## src/verilog/sep_pkg.sv

```systemverilog
// Shared constants, field helpers and types of the serial memory slave
package sep_pkg;
  localparam int unsigned BYTE_W     = 8;
  localparam int unsigned COL_W      = 4;
  localparam int unsigned PAGE_BYTES = 16;
  localparam int unsigned PAGES      = 16;
  localparam int unsigned MEM_BYTES  = PAGES * PAGE_BYTES;
  localparam int unsigned UID_BITS   = 128;
  localparam int unsigned CS_W       = 3;

  localparam logic [3:0] TYPE_MAIN = 4'hA;
  localparam logic [3:0] TYPE_EXT  = 4'hB;

  localparam logic [1:0] EXT_SEL_ID   = 2'h0;
  localparam logic [1:0] EXT_SEL_LOCK = 2'h2;
  localparam logic [1:0] EXT_SEL_SOFT = 2'h3;

  localparam logic [3:0] ACK_CNT  = 4'h8;
  localparam logic [3:0] COL_LAST = 4'hF;
  localparam logic [2:0] BIT_MSB  = 3'h7;

  localparam int unsigned PROG_TIME_MS = 3;
  localparam int unsigned CLK_KHZ      = 200000;
  localparam int unsigned PROG_CYCLES  = PROG_TIME_MS * CLK_KHZ;

  localparam int unsigned FIFO_DEPTH = 4;
  localparam int unsigned FIFO_W     = COL_W + BYTE_W;

  typedef enum logic [2:0] {
    ST_IDLE, ST_DEV, ST_WADDR, ST_WDATA, ST_RDATA, ST_PROG
  } sep_state_e;

  typedef enum logic [1:0] {RG_MAIN, RG_ID, RG_LOCK, RG_SOFT} sep_region_e;

  function automatic logic [3:0] dev_type(input logic [7:0] b);
    return b[7:4];
  endfunction

  function automatic logic [CS_W-1:0] dev_cs(input logic [7:0] b);
    return b[3:1];
  endfunction

  function automatic logic dev_rd(input logic [7:0] b);
    return b[0];
  endfunction

  function automatic sep_region_e ext_region(input logic [7:0] b);
    unique case (b[7:6])
      EXT_SEL_ID:   return RG_ID;
      EXT_SEL_LOCK: return RG_LOCK;
      EXT_SEL_SOFT: return RG_SOFT;
      default:      return RG_ID;
    endcase
  endfunction
endpackage

```

## src/verilog/sep_fifo_if.sv

```systemverilog
// Valid/ready carrier between the byte receiver and the write FIFO
`timescale 1ns/1ps
interface sep_fifo_if #(parameter int W = 8);
  logic         wr_valid;
  logic         wr_ready;
  logic [W-1:0] wr_data;
  logic         rd_valid;
  logic         rd_ready;
  logic [W-1:0] rd_data;
  modport fifo (input wr_valid, wr_data, rd_ready,
                output wr_ready, rd_valid, rd_data);
  modport user (output wr_valid, wr_data, rd_ready,
                input wr_ready, rd_valid, rd_data);
endinterface

```

## src/verilog/sep_fifo.sv

```systemverilog
// Small synchronous FIFO with honest full and empty
`timescale 1ns/1ps
module sep_fifo import sep_pkg::*; #(
  parameter int unsigned WIDTH = FIFO_W,
  parameter int unsigned DEPTH = FIFO_DEPTH
) (
  input wire logic clk_i,
  input wire logic rst_i,
  sep_fifo_if.fifo f
);
  localparam int unsigned AW = (DEPTH > 1) ? $clog2(DEPTH) : 1;

  logic [WIDTH-1:0] mem [DEPTH];
  logic [AW-1:0]    wr_ptr;
  logic [AW-1:0]    rd_ptr;
  logic [AW:0]      count;
  logic [AW-1:0]    next_wr_ptr;
  logic [AW-1:0]    next_rd_ptr;
  logic [AW:0]      next_count;
  logic             push;
  logic             pop;

  function automatic logic [AW-1:0] bump(input logic [AW-1:0] p);
    return (p == AW'(DEPTH - 1)) ? '0 : p + AW'(1);
  endfunction

  assign f.wr_ready = (count != (AW+1)'(DEPTH));
  assign f.rd_valid = (count != '0);
  assign f.rd_data  = mem[rd_ptr];
  assign push       = f.wr_valid & f.wr_ready;
  assign pop        = f.rd_valid & f.rd_ready;

  always_comb begin
    next_wr_ptr = push ? bump(wr_ptr) : wr_ptr;
    next_rd_ptr = pop ? bump(rd_ptr) : rd_ptr;
    next_count  = count;
    if (push && !pop) begin
      next_count = count + (AW+1)'(1);
    end else if (pop && !push) begin
      next_count = count - (AW+1)'(1);
    end
  end

  always_ff @(posedge clk_i) begin
    if (rst_i) begin
      wr_ptr <= '0;
      rd_ptr <= '0;
      count  <= '0;
    end else begin
      wr_ptr <= next_wr_ptr;
      rd_ptr <= next_rd_ptr;
      count  <= next_count;
    end
  end

  always_ff @(posedge clk_i) begin
    if (push) begin
      mem[wr_ptr] <= f.wr_data;
    end
  end
endmodule

```

## src/verilog/sep_slave.sv

```systemverilog
// Two-wire serial memory slave: protocol engine, storage, write cycle
// Operation
// - Sample SDA on SCL rise; change driven SDA only after SCL fall.
// - SDA is open-drain: only pull low or release, never drive high.
// - Three chip-select inputs; unconnected inputs read as zero.
// - Write-guard pin high refuses all array writes; low permits them.
// - With guard high, address bytes are acknowledged, data bytes not.
// - Main storage is 256 bytes: sixteen pages of sixteen bytes.
// - Byte writes and full or partial page writes are accepted.
// - Accepted write runs a self-timed programming cycle of at most 3 ms.
// - Extra sixteen-byte ID page, lockable permanently against writes; here RST_I clears the lock.
// - Read-only 128-bit unique ID returned only by its read command.
// - Software write lock blocks array writes independently of pin.
// - Bus runs at up to 400 kHz and up to 1 MHz.
// - Address byte: type, three select bits, read/write; 1010 or 1011.
// - Ninth clock: acknowledge on type and select match, else standby.
// - Programming starts only on a stop ending a write command.
// - Software lock bit at one protects array and ID page.
`timescale 1ns/1ps
module sep_slave import sep_pkg::*; #(
  parameter int unsigned          P_PROG_CYCLES = PROG_CYCLES,
  // Arbitrary stand-in for the factory identifier
  parameter logic [UID_BITS-1:0] P_UID = 128'h00112233445566778899AABBCCDDEEFF
) (
  input  wire logic CLK_I,
  input  wire logic RST_I,
  input  wire logic SCL_I,
  input  wire logic SDA_I,
  input  wire logic CHIP_SELECT_BIT0_I,
  input  wire logic CHIP_SELECT_BIT1_I,
  input  wire logic CHIP_SELECT_BIT2_I,
  input  wire logic WRITE_GUARD_I,
  output logic      SDA_O,
  output logic      SDA_OE_O,
  output logic      BUSY_O,
  output logic      SOFT_WRITE_LOCK_BIT_O,
  output logic      ID_LOCK_O
);
  localparam int unsigned PC_W = $clog2(P_PROG_CYCLES + 1);

  sep_fifo_if #(.W(FIFO_W)) wq ();

  sep_fifo #(.WIDTH(FIFO_W), .DEPTH(FIFO_DEPTH)) u_fifo (
    .clk_i (CLK_I),
    .rst_i (RST_I),
    .f     (wq.fifo)
  );

  logic [BYTE_W-1:0] mem     [MEM_BYTES];
  logic [BYTE_W-1:0] id_page [PAGE_BYTES];
  logic [BYTE_W-1:0] pg_buf  [PAGE_BYTES];

  sep_state_e        state, next_state;
  sep_region_e       region, next_region;
  logic [3:0]        bit_cnt, next_bit_cnt;
  logic              ack_phase, next_ack_phase;
  logic              acked, next_acked;
  logic              is_ext, next_is_ext;
  logic              is_rd, next_is_rd;
  logic [7:0]        shreg, next_shreg;
  logic [7:0]        tx, next_tx;
  logic [7:0]        addr, next_addr;
  logic              drive_low, next_drive_low;
  logic              push_valid, next_push_valid;
  logic [FIFO_W-1:0] push_data, next_push_data;
  logic              pend_wr, next_pend_wr;
  logic              pend_lock, next_pend_lock;
  logic              pend_soft, next_pend_soft;
  logic              soft_val, next_soft_val;
  logic              prog_req, next_prog_req;
  logic [PC_W-1:0]   prog_cnt, next_prog_cnt;
  logic              commit_on, next_commit_on;
  logic [3:0]        commit_idx, next_commit_idx;
  logic [15:0]       pg_mask, next_pg_mask;
  logic              soft_lock, next_soft_lock;
  logic              id_lock, next_id_lock;
  logic              busy, next_busy;
  logic              scl_q, sda_q;
  logic              scl_rise, scl_fall, start_c, stop_c;
  logic [CS_W-1:0]   cs;
  logic              mem_we, id_we, pg_we, prot, ack;
  logic [7:0]        rd_now;

  // Undriven select pins are pulled low on the board side
  assign cs = {CHIP_SELECT_BIT2_I, CHIP_SELECT_BIT1_I, CHIP_SELECT_BIT0_I};

  // Inputs are synchronous; one stage of history finds edges and
  // start/stop. At 1 MHz SCL each half period is ~100 clocks
  assign scl_rise = SCL_I & ~scl_q;
  assign scl_fall = ~SCL_I & scl_q;
  assign start_c  = SCL_I & scl_q & sda_q & ~SDA_I;
  assign stop_c   = SCL_I & scl_q & ~sda_q & SDA_I;

  // Commit stalls the FIFO drain so the page latch holds still
  assign wq.rd_ready = ~(state == ST_PROG && commit_on);
  assign wq.wr_valid = push_valid;
  assign wq.wr_data  = push_data;
  assign pg_we       = wq.rd_valid & wq.rd_ready;

  assign mem_we = (state == ST_PROG) && commit_on && pg_mask[commit_idx]
                  && (region == RG_MAIN);
  assign id_we  = (state == ST_PROG) && commit_on && pg_mask[commit_idx]
                  && (region == RG_ID);

  function automatic logic [7:0] rd_byte(input sep_region_e rg,
                                         input logic [7:0]  a);
    unique case (rg)
      RG_MAIN: return mem[a];
      RG_ID:   return id_page[a[3:0]];
      RG_LOCK: return P_UID[UID_BITS-1-BYTE_W*a[3:0] -: BYTE_W];
      RG_SOFT: return {7'h00, soft_lock};
    endcase
  endfunction

  function automatic logic [7:0] inc(input logic full, input logic [7:0] a);
    return full ? a + 8'h01 : {a[7:4], a[3:0] + 4'h1};
  endfunction

  // A process, not an assign, so writes into the arrays are seen too
  always_comb begin
    rd_now = rd_byte(region, addr);
  end

  always_comb begin
    prot = WRITE_GUARD_I;
    if (region != RG_SOFT) begin
      prot = prot | soft_lock;
    end
    if (region == RG_ID || region == RG_LOCK) begin
      prot = prot | id_lock;
    end
  end

  always_comb begin
    next_state      = state;
    next_region     = region;
    next_bit_cnt    = bit_cnt;
    next_ack_phase  = ack_phase;
    next_acked      = acked;
    next_is_ext     = is_ext;
    next_is_rd      = is_rd;
    next_shreg      = shreg;
    next_tx         = tx;
    next_addr       = addr;
    next_drive_low  = drive_low;
    next_push_valid = 1'h0;
    next_push_data  = push_data;
    next_pend_wr    = pend_wr;
    next_pend_lock  = pend_lock;
    next_pend_soft  = pend_soft;
    next_soft_val   = soft_val;
    next_prog_req   = prog_req;
    next_prog_cnt   = prog_cnt;
    next_commit_on  = commit_on;
    next_commit_idx = commit_idx;
    next_pg_mask    = pg_mask;
    next_soft_lock  = soft_lock;
    next_id_lock    = id_lock;
    ack             = 1'h0;
    if (pg_we) begin
      next_pg_mask[wq.rd_data[FIFO_W-1 -: COL_W]] = 1'h1;
    end
    if (start_c && state != ST_PROG && !prog_req) begin
      // Busy device ignores starts, so the address goes unanswered
      next_state     = ST_DEV;
      next_bit_cnt   = '0;
      next_ack_phase = 1'h0;
      next_drive_low = 1'h0;
    end else if (stop_c && state != ST_PROG) begin
      if (state == ST_WDATA && (pend_wr || pend_lock || pend_soft)) begin
        next_prog_req = 1'h1;
      end
      next_state     = ST_IDLE;
      next_bit_cnt   = '0;
      next_ack_phase = 1'h0;
      next_drive_low = 1'h0;
    end else begin
      unique case (state)
        ST_IDLE: begin
          // Wait for the FIFO to drain before the page is committed
          if (prog_req && !wq.rd_valid) begin
            next_state      = ST_PROG;
            next_prog_req   = 1'h0;
            next_prog_cnt   = '0;
            next_commit_on  = 1'h1;
            next_commit_idx = '0;
          end
        end
        ST_DEV, ST_WADDR, ST_WDATA: begin
          if (scl_rise && bit_cnt < ACK_CNT) begin
            next_shreg   = {shreg[6:0], SDA_I};
            next_bit_cnt = bit_cnt + 4'h1;
          end else if (scl_fall && bit_cnt == ACK_CNT && !ack_phase) begin
            if (state == ST_DEV) begin
              ack = (dev_cs(shreg) == cs) &&
                    (dev_type(shreg) == TYPE_MAIN ||
                     dev_type(shreg) == TYPE_EXT);
              next_is_ext = (dev_type(shreg) == TYPE_EXT);
              next_is_rd  = dev_rd(shreg);
              if (ack && dev_type(shreg) == TYPE_MAIN) begin
                next_region = RG_MAIN;
              end
            end else if (state == ST_WADDR) begin
              ack         = 1'h1;
              next_addr   = shreg;
              next_region = is_ext ? ext_region(shreg) : RG_MAIN;
            end else begin
              ack = !prot && wq.wr_ready;
              if (ack) begin
                unique case (region)
                  RG_MAIN, RG_ID: begin
                    next_push_valid = 1'h1;
                    next_push_data  = {addr[3:0], shreg};
                    next_addr       = inc(1'h0, addr);
                    next_pend_wr    = 1'h1;
                  end
                  RG_LOCK: next_pend_lock = 1'h1;
                  RG_SOFT: begin
                    next_pend_soft = 1'h1;
                    next_soft_val  = shreg[0];
                  end
                endcase
              end
            end
            next_ack_phase = 1'h1;
            next_acked     = ack;
            next_drive_low = ack;
          end else if (scl_fall && ack_phase) begin
            next_ack_phase = 1'h0;
            next_bit_cnt   = '0;
            next_drive_low = 1'h0;
            if (state == ST_DEV) begin
              if (!acked) begin
                next_state = ST_IDLE;
              end else if (is_rd) begin
                next_state     = ST_RDATA;
                next_tx        = rd_now;
                next_drive_low = ~rd_now[BIT_MSB];
                next_addr      = inc(region == RG_MAIN, addr);
              end else begin
                next_state     = ST_WADDR;
                next_pend_wr   = 1'h0;
                next_pend_lock = 1'h0;
                next_pend_soft = 1'h0;
              end
            end else if (state == ST_WADDR) begin
              next_state = ST_WDATA;
            end
          end
        end
        ST_RDATA: begin
          if (scl_rise) begin
            if (bit_cnt < ACK_CNT) begin
              next_bit_cnt = bit_cnt + 4'h1;
            end else if (SDA_I) begin
              next_state = ST_IDLE;                    // Master ended read
            end else begin
              next_bit_cnt = '0;
              next_tx      = rd_now;
              next_addr    = inc(region == RG_MAIN, addr);
            end
          end else if (scl_fall) begin
            next_drive_low = (bit_cnt < ACK_CNT) &&
                             ~tx[BIT_MSB - bit_cnt[2:0]];
          end
        end
        ST_PROG: begin
          next_prog_cnt = prog_cnt + PC_W'(1);
          if (commit_on) begin
            next_commit_idx = commit_idx + 4'h1;
            next_commit_on  = (commit_idx != COL_LAST);
          end
          if (prog_cnt == PC_W'(P_PROG_CYCLES - 1)) begin
            next_state     = ST_IDLE;
            next_pg_mask   = '0;
            next_pend_wr   = 1'h0;
            next_pend_lock = 1'h0;
            next_pend_soft = 1'h0;
            if (pend_lock) begin
              next_id_lock = 1'h1;
            end
            if (pend_soft) begin
              next_soft_lock = soft_val;
            end
          end
        end
      endcase
    end
    next_busy = (next_state == ST_PROG) || next_prog_req;
  end

  always_ff @(posedge CLK_I) begin
    if (RST_I) begin
      state      <= ST_IDLE;
      region     <= RG_MAIN;
      bit_cnt    <= '0;
      ack_phase  <= 1'h0;
      acked      <= 1'h0;
      is_ext     <= 1'h0;
      is_rd      <= 1'h0;
      shreg      <= '0;
      tx         <= '0;
      addr       <= '0;
      drive_low  <= 1'h0;
      push_valid <= 1'h0;
      push_data  <= '0;
      pend_wr    <= 1'h0;
      pend_lock  <= 1'h0;
      pend_soft  <= 1'h0;
      soft_val   <= 1'h0;
      prog_req   <= 1'h0;
      prog_cnt   <= '0;
      commit_on  <= 1'h0;
      commit_idx <= '0;
      pg_mask    <= '0;
      soft_lock  <= 1'h0;
      id_lock    <= 1'h0;
      busy       <= 1'h0;
      scl_q      <= 1'h1;
      sda_q      <= 1'h1;
    end else begin
      state      <= next_state;
      region     <= next_region;
      bit_cnt    <= next_bit_cnt;
      ack_phase  <= next_ack_phase;
      acked      <= next_acked;
      is_ext     <= next_is_ext;
      is_rd      <= next_is_rd;
      shreg      <= next_shreg;
      tx         <= next_tx;
      addr       <= next_addr;
      drive_low  <= next_drive_low;
      push_valid <= next_push_valid;
      push_data  <= next_push_data;
      pend_wr    <= next_pend_wr;
      pend_lock  <= next_pend_lock;
      pend_soft  <= next_pend_soft;
      soft_val   <= next_soft_val;
      prog_req   <= next_prog_req;
      prog_cnt   <= next_prog_cnt;
      commit_on  <= next_commit_on;
      commit_idx <= next_commit_idx;
      pg_mask    <= next_pg_mask;
      soft_lock  <= next_soft_lock;
      id_lock    <= next_id_lock;
      busy       <= next_busy;
      scl_q      <= SCL_I;
      sda_q      <= SDA_I;
    end
  end

  // Storage has no reset: contents survive like the cells they model
  always_ff @(posedge CLK_I) begin
    if (pg_we) begin
      pg_buf[wq.rd_data[FIFO_W-1 -: COL_W]] <= wq.rd_data[BYTE_W-1:0];
    end
    if (mem_we) begin
      mem[{addr[7:4], commit_idx}] <= pg_buf[commit_idx];
    end
    if (id_we) begin
      id_page[commit_idx] <= pg_buf[commit_idx];
    end
  end

  always_ff @(posedge CLK_I) begin
    SDA_O <= 1'h0;
  end

  assign SDA_OE_O              = drive_low;
  assign BUSY_O                = busy;
  assign SOFT_WRITE_LOCK_BIT_O = soft_lock;
  assign ID_LOCK_O             = id_lock;
endmodule

```

## config.mk

```make
export PLATFORM = sky130hd
export DESIGN_NAME = sep_slave
export DESIGN_NICKNAME = d
export VERILOG_FILES = /design/src/verilog/sep_pkg.sv /design/src/verilog/sep_fifo_if.sv /design/src/verilog/sep_fifo.sv /design/src/verilog/sep_slave.sv
export SDC_FILE = /design/constraint.sdc
export NUM_CORES = 2
export LEC_CHECK = 0
export ABC_AREA = 1
export BUFFER_PORTS_ARGS = -buffer_cell sky130_fd_sc_hd__buf_2
export CELL_PAD_IN_SITES_DETAIL_PLACEMENT = 1
export CELL_PAD_IN_SITES_GLOBAL_PLACEMENT = 1
export CORE_MARGIN = 2
export CORE_UTILIZATION = 43
export DETAILED_ROUTE_END_ITERATION = 10
export HOLD_SLACK_MARGIN = 0.08
export PLACE_DENSITY = 0.76
export SLEW_MARGIN = 20
export SYNTH_ARGS = -nofsm -noshare
export SYNTH_HDL_FRONTEND = slang
export SYNTH_SLANG_ARGS = --single-unit
```

## constraint.sdc

```tcl
create_clock -name CLK_I -period 11.6 [get_ports CLK_I]
set_clock_uncertainty 0.15 [all_clocks]
set_input_delay 1.74 -clock CLK_I [delete_from_list [all_inputs] [get_ports CLK_I]]
set_output_delay 1.74 -clock CLK_I [all_outputs]
set_load 0.02 [all_outputs]
```

Yosys cells after proc, flatten, opt, wreduce, memory -nomap -nowiden --
Memories as Yosys holds them, arrays and structs flattened. A register that Yosys moved wholly into a read port is not among the register bits. Cells that the tools add are included.
Storage, ports and cells: flip-flop bits (word level) 109, RAM bits 2352, memories kept 4, logic and storage cells 332, output and inout bits 5, input bits 8
Cells by class: $lt $le $gt $ge 5, shifts and indexed selects 1, muxes and demuxes 137, reductions and logical operators 63, add/sub/neg operators 11, equal/unequal tests 53, bitwise logic cells 27
Memory list:
- mem | depth 256, bits a word 8, read ports 1, clocked after memory_dff 0, write ports 1, RTL line sep_slave.sv:49 | logic [BYTE_W-1:0] mem [MEM_BYTES];
- id_page | depth 16, bits a word 8, read ports 1, clocked after memory_dff 1, write ports 1, RTL line sep_slave.sv:50 | logic [BYTE_W-1:0] id_page [PAGE_BYTES];
- pg_buf | depth 16, bits a word 8, read ports 1, clocked after memory_dff 1, write ports 1, RTL line sep_slave.sv:51 | logic [BYTE_W-1:0] pg_buf [PAGE_BYTES];
- u_fifo.mem | depth 4, bits a word 12, read ports 1, clocked after memory_dff 1, write ports 1, RTL line sep_fifo.sv:13 | logic [WIDTH-1:0] mem [DEPTH];
Operators with widths (number):
- $mux 8 | 21
- $shiftx 135x33->8 const A | 1
- $mux 16 | 5
- $mux 1 | 56
- $mux 4 | 14
- $mux 3 | 16
- $ne 3x3->1 const B | 14
- $pmux 20 s2 | 1
- $reduce_and 13->1 | 3
- $pmux 8 s2 | 2
- $pmux 8 s4 | 1
- $ne 2x2->1 const B | 15
- $reduce_and 5->1 | 6
- $reduce_and 14->1 | 2
- $add 20x1->20 const B | 1
- $eq 20x20->1 const B | 1
- $logic_and 1x1->1 | 20
- $mux 20 | 1
- $reduce_and 9->1 | 2
- $mux 2 | 8
- $or 16x16->16 | 1
- $pmux 4 s2 | 2
- $not 1->1 | 15
- $add 4x1->4 const B | 3
- 42 further kinds | 86

Longest topological paths before layout --
depth in word-level cells 14, depth in mapped cells 20, gate-level depth less buffers 16

By module --
A second synthesis with hierarchy kept.
Unflattened totals: cells, all modules 8567, area total of the unflattened synthesis 100838.0 sq um
Modules (own cells, without submodules):
- sep_slave | area each 98552.0 sq um, seq. area each 71388.5 sq um, times used 1, cells an instance 8382
- sep_fifo | area each 2285.9 sq um, seq. area each 1621.6 sq um, times used 1, cells an instance 185

Worst setup path after synthesis --
Ideal clock, no wire load.
path kind flip-flop to flip-flop, start reg (tool-made name), end mem id_page[0][1], data pin, data arrival time 4.777 ns, required time 10.589 ns, clock period less this slack 5.788 ns, cell stages (with the launch flop) 8, library setup time 0.861 ns, path buffers 3, slack 5.812 ns, path through dfxtp_1 clkbuf_1 buf_2 buf_1 mux2i_1 o211ai_1 nand3_1 nand2_1
RTL lines (RTL line):
- end: declaration | sep_slave.sv:50

Final worst setup path --
start reg addr[0], end reg drive_low, in the netlist SDA_OE_O
Between the ends: cells in the longest elaborated chain, start to end 11, elaborated cells between the ends (all ways) 12, classes of those cells add/sub (1); shift (1); mux (8); bitwise (1); memory (1)
RTL lines:
- start: declaration | RTL line sep_slave.sv:62 | logic [7:0] addr, next_addr;
- start signal: assignment | RTL line sep_slave.sv:331 | addr <= next_addr;
- $sub 7x7->8 | RTL line sep_slave.sv:110 | RG_LOCK: return P_UID[UID_BITS-1-BYTE_W*a[3:0] -: BYTE_W];
- $shiftx 135x33->8 | RTL line sep_slave.sv:110
- $pmux 8 s4 (*) | RTL line sep_slave.sv:107 | unique case (rg)
- $not 1->1 (*) | RTL line sep_slave.sv:238 | next_drive_low = ~rd_now[BIT_MSB];
- $mux 1 (*) | RTL line sep_slave.sv:235 | end else if (is_rd) begin
- $mux 1 (*) | RTL line sep_slave.sv:233 | if (!acked) begin
- $mux 1 (*) | RTL line sep_slave.sv:232 | if (state == ST_DEV) begin
- $mux 1 (*) | RTL line sep_slave.sv:228 | end else if (scl_fall && ack_phase) begin
- $mux 1 (*) | RTL line sep_slave.sv:193 | end else if (scl_fall && bit_cnt == ACK_CNT && !ack_phase) begin
- $mux 1 (*) | RTL line sep_slave.sv:190 | if (scl_rise && bit_cnt < ACK_CNT) begin
- $pmux 1 s2 (*) | RTL line sep_slave.sv:178 | unique case (state)
- end signal: assignment | RTL line sep_slave.sv:332 | drive_low <= next_drive_low;
- end: declaration | RTL line sep_slave.sv:63 | logic drive_low, next_drive_low;
Mark *: on every way between the ends. The rest lies on a longest branch, timed or not. The select of a mux whose other input is x is not followed. A chain may end at the register's enable or synchronous reset.

==> results.toml <==
[status]
status = "finished clean"

[timing]
tightest_slew_ns = 1.198
setup_tns_ns = 0
final_hold_viol_count = 0
rsz0062_at_grt = "no"
fin_crit_ns = 5.137
setup-violations-final = 0
max-slew-margin-rel = 0.1982
max_freq_mhz = 194.7
slew_viol_final = 0
finalCritPeriodShare = 0.4429

[clock_tree]
cts_sinks = 2471
tritoncts = "done"
cts_hold_buf = 0
h-tree-depth = 5
cts_buffers = 274
root_buffer = "clkbuf_16"
cts_resized = 0
cts_setup_buffers = 0
insertion_delay_ns = 0.95
path_clk_slew_ns = 0.07
clock_path_buffers = 4

[floorplan]
die_h_um = 490.0
rows = 178
die_width_um = 490.0
dieArea_mm2 = 0.2401
pin_count = 13
start_util = 0.4322
core_area_mm2 = 0.2350

[yosys]
synth_area_mm2 = 0.1015
ys_types = 52
synth_fp_nets = 8947
synth-edff-count = 2352
seq_area_frac_synth = 0.7190
synth.avg_cell_area_um2 = 11.38
syn-instance-count = 8920
synthArstFlopShare = 0
ys_seq_elements = 2471
ys_warn_count = 0
ys.flop_type = "edfxtp_1"

[routing]
routedWlPerCell_um = 25.62
ant_nets = 0
dr.pass1.iters = 6
drt-initial-drc-count = 7096
drc = 0
routed_wl_um = 309600
num_vias = 70050
via_per_inst = 5.797

[power]
clock_power_share = 0.308
p_seq_frac = 0.430
p_per_area_mw_per_mm2 = 235.0
p_int_uw = 17260
p_switching_uw = 9155
total_power_uw = 26420
swShare = 0.3466
ir_worst_vdd_mv = 0.2605
leakagePower_uw = 0.03872
combinationalPowerShare = 0.262

[cells_and_area]
finalNonFillerCells = 12080
finalNetCount = 8786
post-route-util = 0.4784
area_growth_pct = 10.69
fin_area_mm2 = 0.1124
drive_above_1_share = 0.05587

[placed_design]
post-dp-hpwl_um = 173800
port_buffers = 11
place.gp.congestion = 0.8679
place_area_mm2 = 0.1043
dp.cells = 11630

[global_routing]
grt_pass1_vias = 73050
grt_max_degree = 239
grt_pass1_wl_um = 463000
grt_usage = 0.2528
grt_overflow_total = 0
antenna_found_initial = 17

[critical_path]
worstSetupStartpointType = "register"
end_kind = "register"
crit_fanout = 238
cp_data_arrival_time_ns = 5.84
cp.required_ns = 12.31
crit_type = "reg -> reg"

[min_path]
hold_class = "reg -> reg"

[flow_run]
maxCapViolCount = 0
[final timing paths]
| check | cells past startpoint | from | endpoint | slack, ns |
|---|---|---|---|---|
| setup / recovery | 17 | addr[0] | SDA_OE_O | 6.46 |
| hold / removal | 2 | tx[1] | tx[1] | 0.32 |
| setup reg to reg | 17 | addr[0] | SDA_OE_O | 6.46 |
| hold reg to reg | 2 | tx[1] | tx[1] | 0.32 |
[per-stage QoR]
step	worst slack [ns]	hold slack, ns
global placement	6.619	0.3084
CTS	6.508	0.3241
floorplan	5.812	0.2849
global route	6.246	0.3475
finish	6.463	0.3240
detailed placement	6.560	0.3115
[registers in the layout, summed over array words and instances, names as in the netlist, 4 cells and up, named ones only]
| signal | flops |
|---|---|
| pg_mask | 16 |
| pg_buf | 128 |
| prog_cnt | 20 |
| mem | 2048 |
| shreg | 8 |
| id_page | 128 |
| u_fifo.mem | 48 |
| commit_idx | 4 |
| addr | 8 |
| push_data | 12 |
| bit_cnt | 4 |
| tx | 8 |
[cells by family (layout without fill, tap and decap cells)]
kind of cell | count (synthesis) | count (layout) | share of synthesized area
flops | 2471 | 2471 | 0.7190
buf+inv | 923 | 934 | 0.03716
mux | 32 | 32 | 0.003154
other cells | 1 | 4 | 0.00003693
simple gates | 4036 | 4036 | 0.1593
fa+ha+maj | 19 | 19 | 0.002415
xor+xnor | 10 | 10 | 0.0008625
compound gates | 1428 | 1428 | 0.07807
[power by group through the flow]
stage               Combinational [uW]  Clock [uW]  Sequential (uW)
finish                            6920        8140            11400
global route                      7460        8530            11400
CTS                               6860        8210            11300
detailed placement                6790           0            11500
global placement                  6540           0            11500
floorplan                         3940           0            11800
[layer usage]
layer  global-route usage  up-vias  wire (um)
met3              0.04048      711      22640
met5                    0        -        128
met1               0.3330    35780     124900
li1                     -    30800          -
met4               0.1079       18      13390
met2               0.4155     2749     148600
[synthesized netlist by cell type, types with 3 or more instances]
cell      instances  area share
a211oi_1          7     0.00052
a21oi_1         157      0.0077
a31oi_1           6     0.00037
a32oi_1           3     0.00026
buf_1            69      0.0026
buf_2           164      0.0081
buf_4            15      0.0011
buf_6             6     0.00067
clkbuf_1        287       0.011
clkinv_1          8     0.00030
dfxtp_1         119       0.023
edfxtp_1       2352        0.70
ha_1             18      0.0022
inv_1           366       0.014
inv_2             7     0.00026
mux2i_1          32      0.0032
nand2_1        1491       0.055
nand3_1         686       0.034
nand4_1          17      0.0010
nor2_1         1801       0.067
nor2_2            4     0.00025
nor3_1           21      0.0010
nor4_1            4     0.00025
o211ai_1        236       0.017
o21ai_0         937       0.046
o21ai_1          19     0.00094
o221ai_1         17      0.0015
o22ai_1          33      0.0020
xor2_1            8     0.00069
[cell usage in the layout, fill, tap and decap left out, types with 56 or more instances in the layout]
cell type,count
clkinv_1,56
dfxtp_1,113
o21ai_0,937
nand3_1,686
nand2_1,1467
o211ai_1,236
clkbuf_1,70
clkbuf_16,283
buf_4,77
edfxtp_1,2352
nor2_1,1793
inv_1,365
a21oi_1,157
[worst max-delay path, cell delays in order (launching register included)]
cell	delay (ns)
dfxtp_4	0.61
inv_16	0.58
buf_4	0.68
buf_12	0.70
nand2_1	0.11
nand3_1	0.11
nand3_1	0.10
nand3_1	0.16
nand2_1	0.12
nand2_1	0.09
nand2_1	0.09
nor2_1	0.20
nor2_1	0.07
nor2_1	0.29
nand2_1	0.14
nand2_1	0.19
nand2_1	0.08
a21oi_1	0.13
[final cells by class]
cell class                 instances  area, um^2
inverter                         382        1470
fill                           24560      122600
clock buffer                     354        7358
multi-input combinational       5526       24930
timing repair buffer             104       953.4
antenna                            3       7.507
sequential                      2471       73030
tap                             3150        3941
clock inverter                    94       711.9
(Power assumes the default switching activity.)
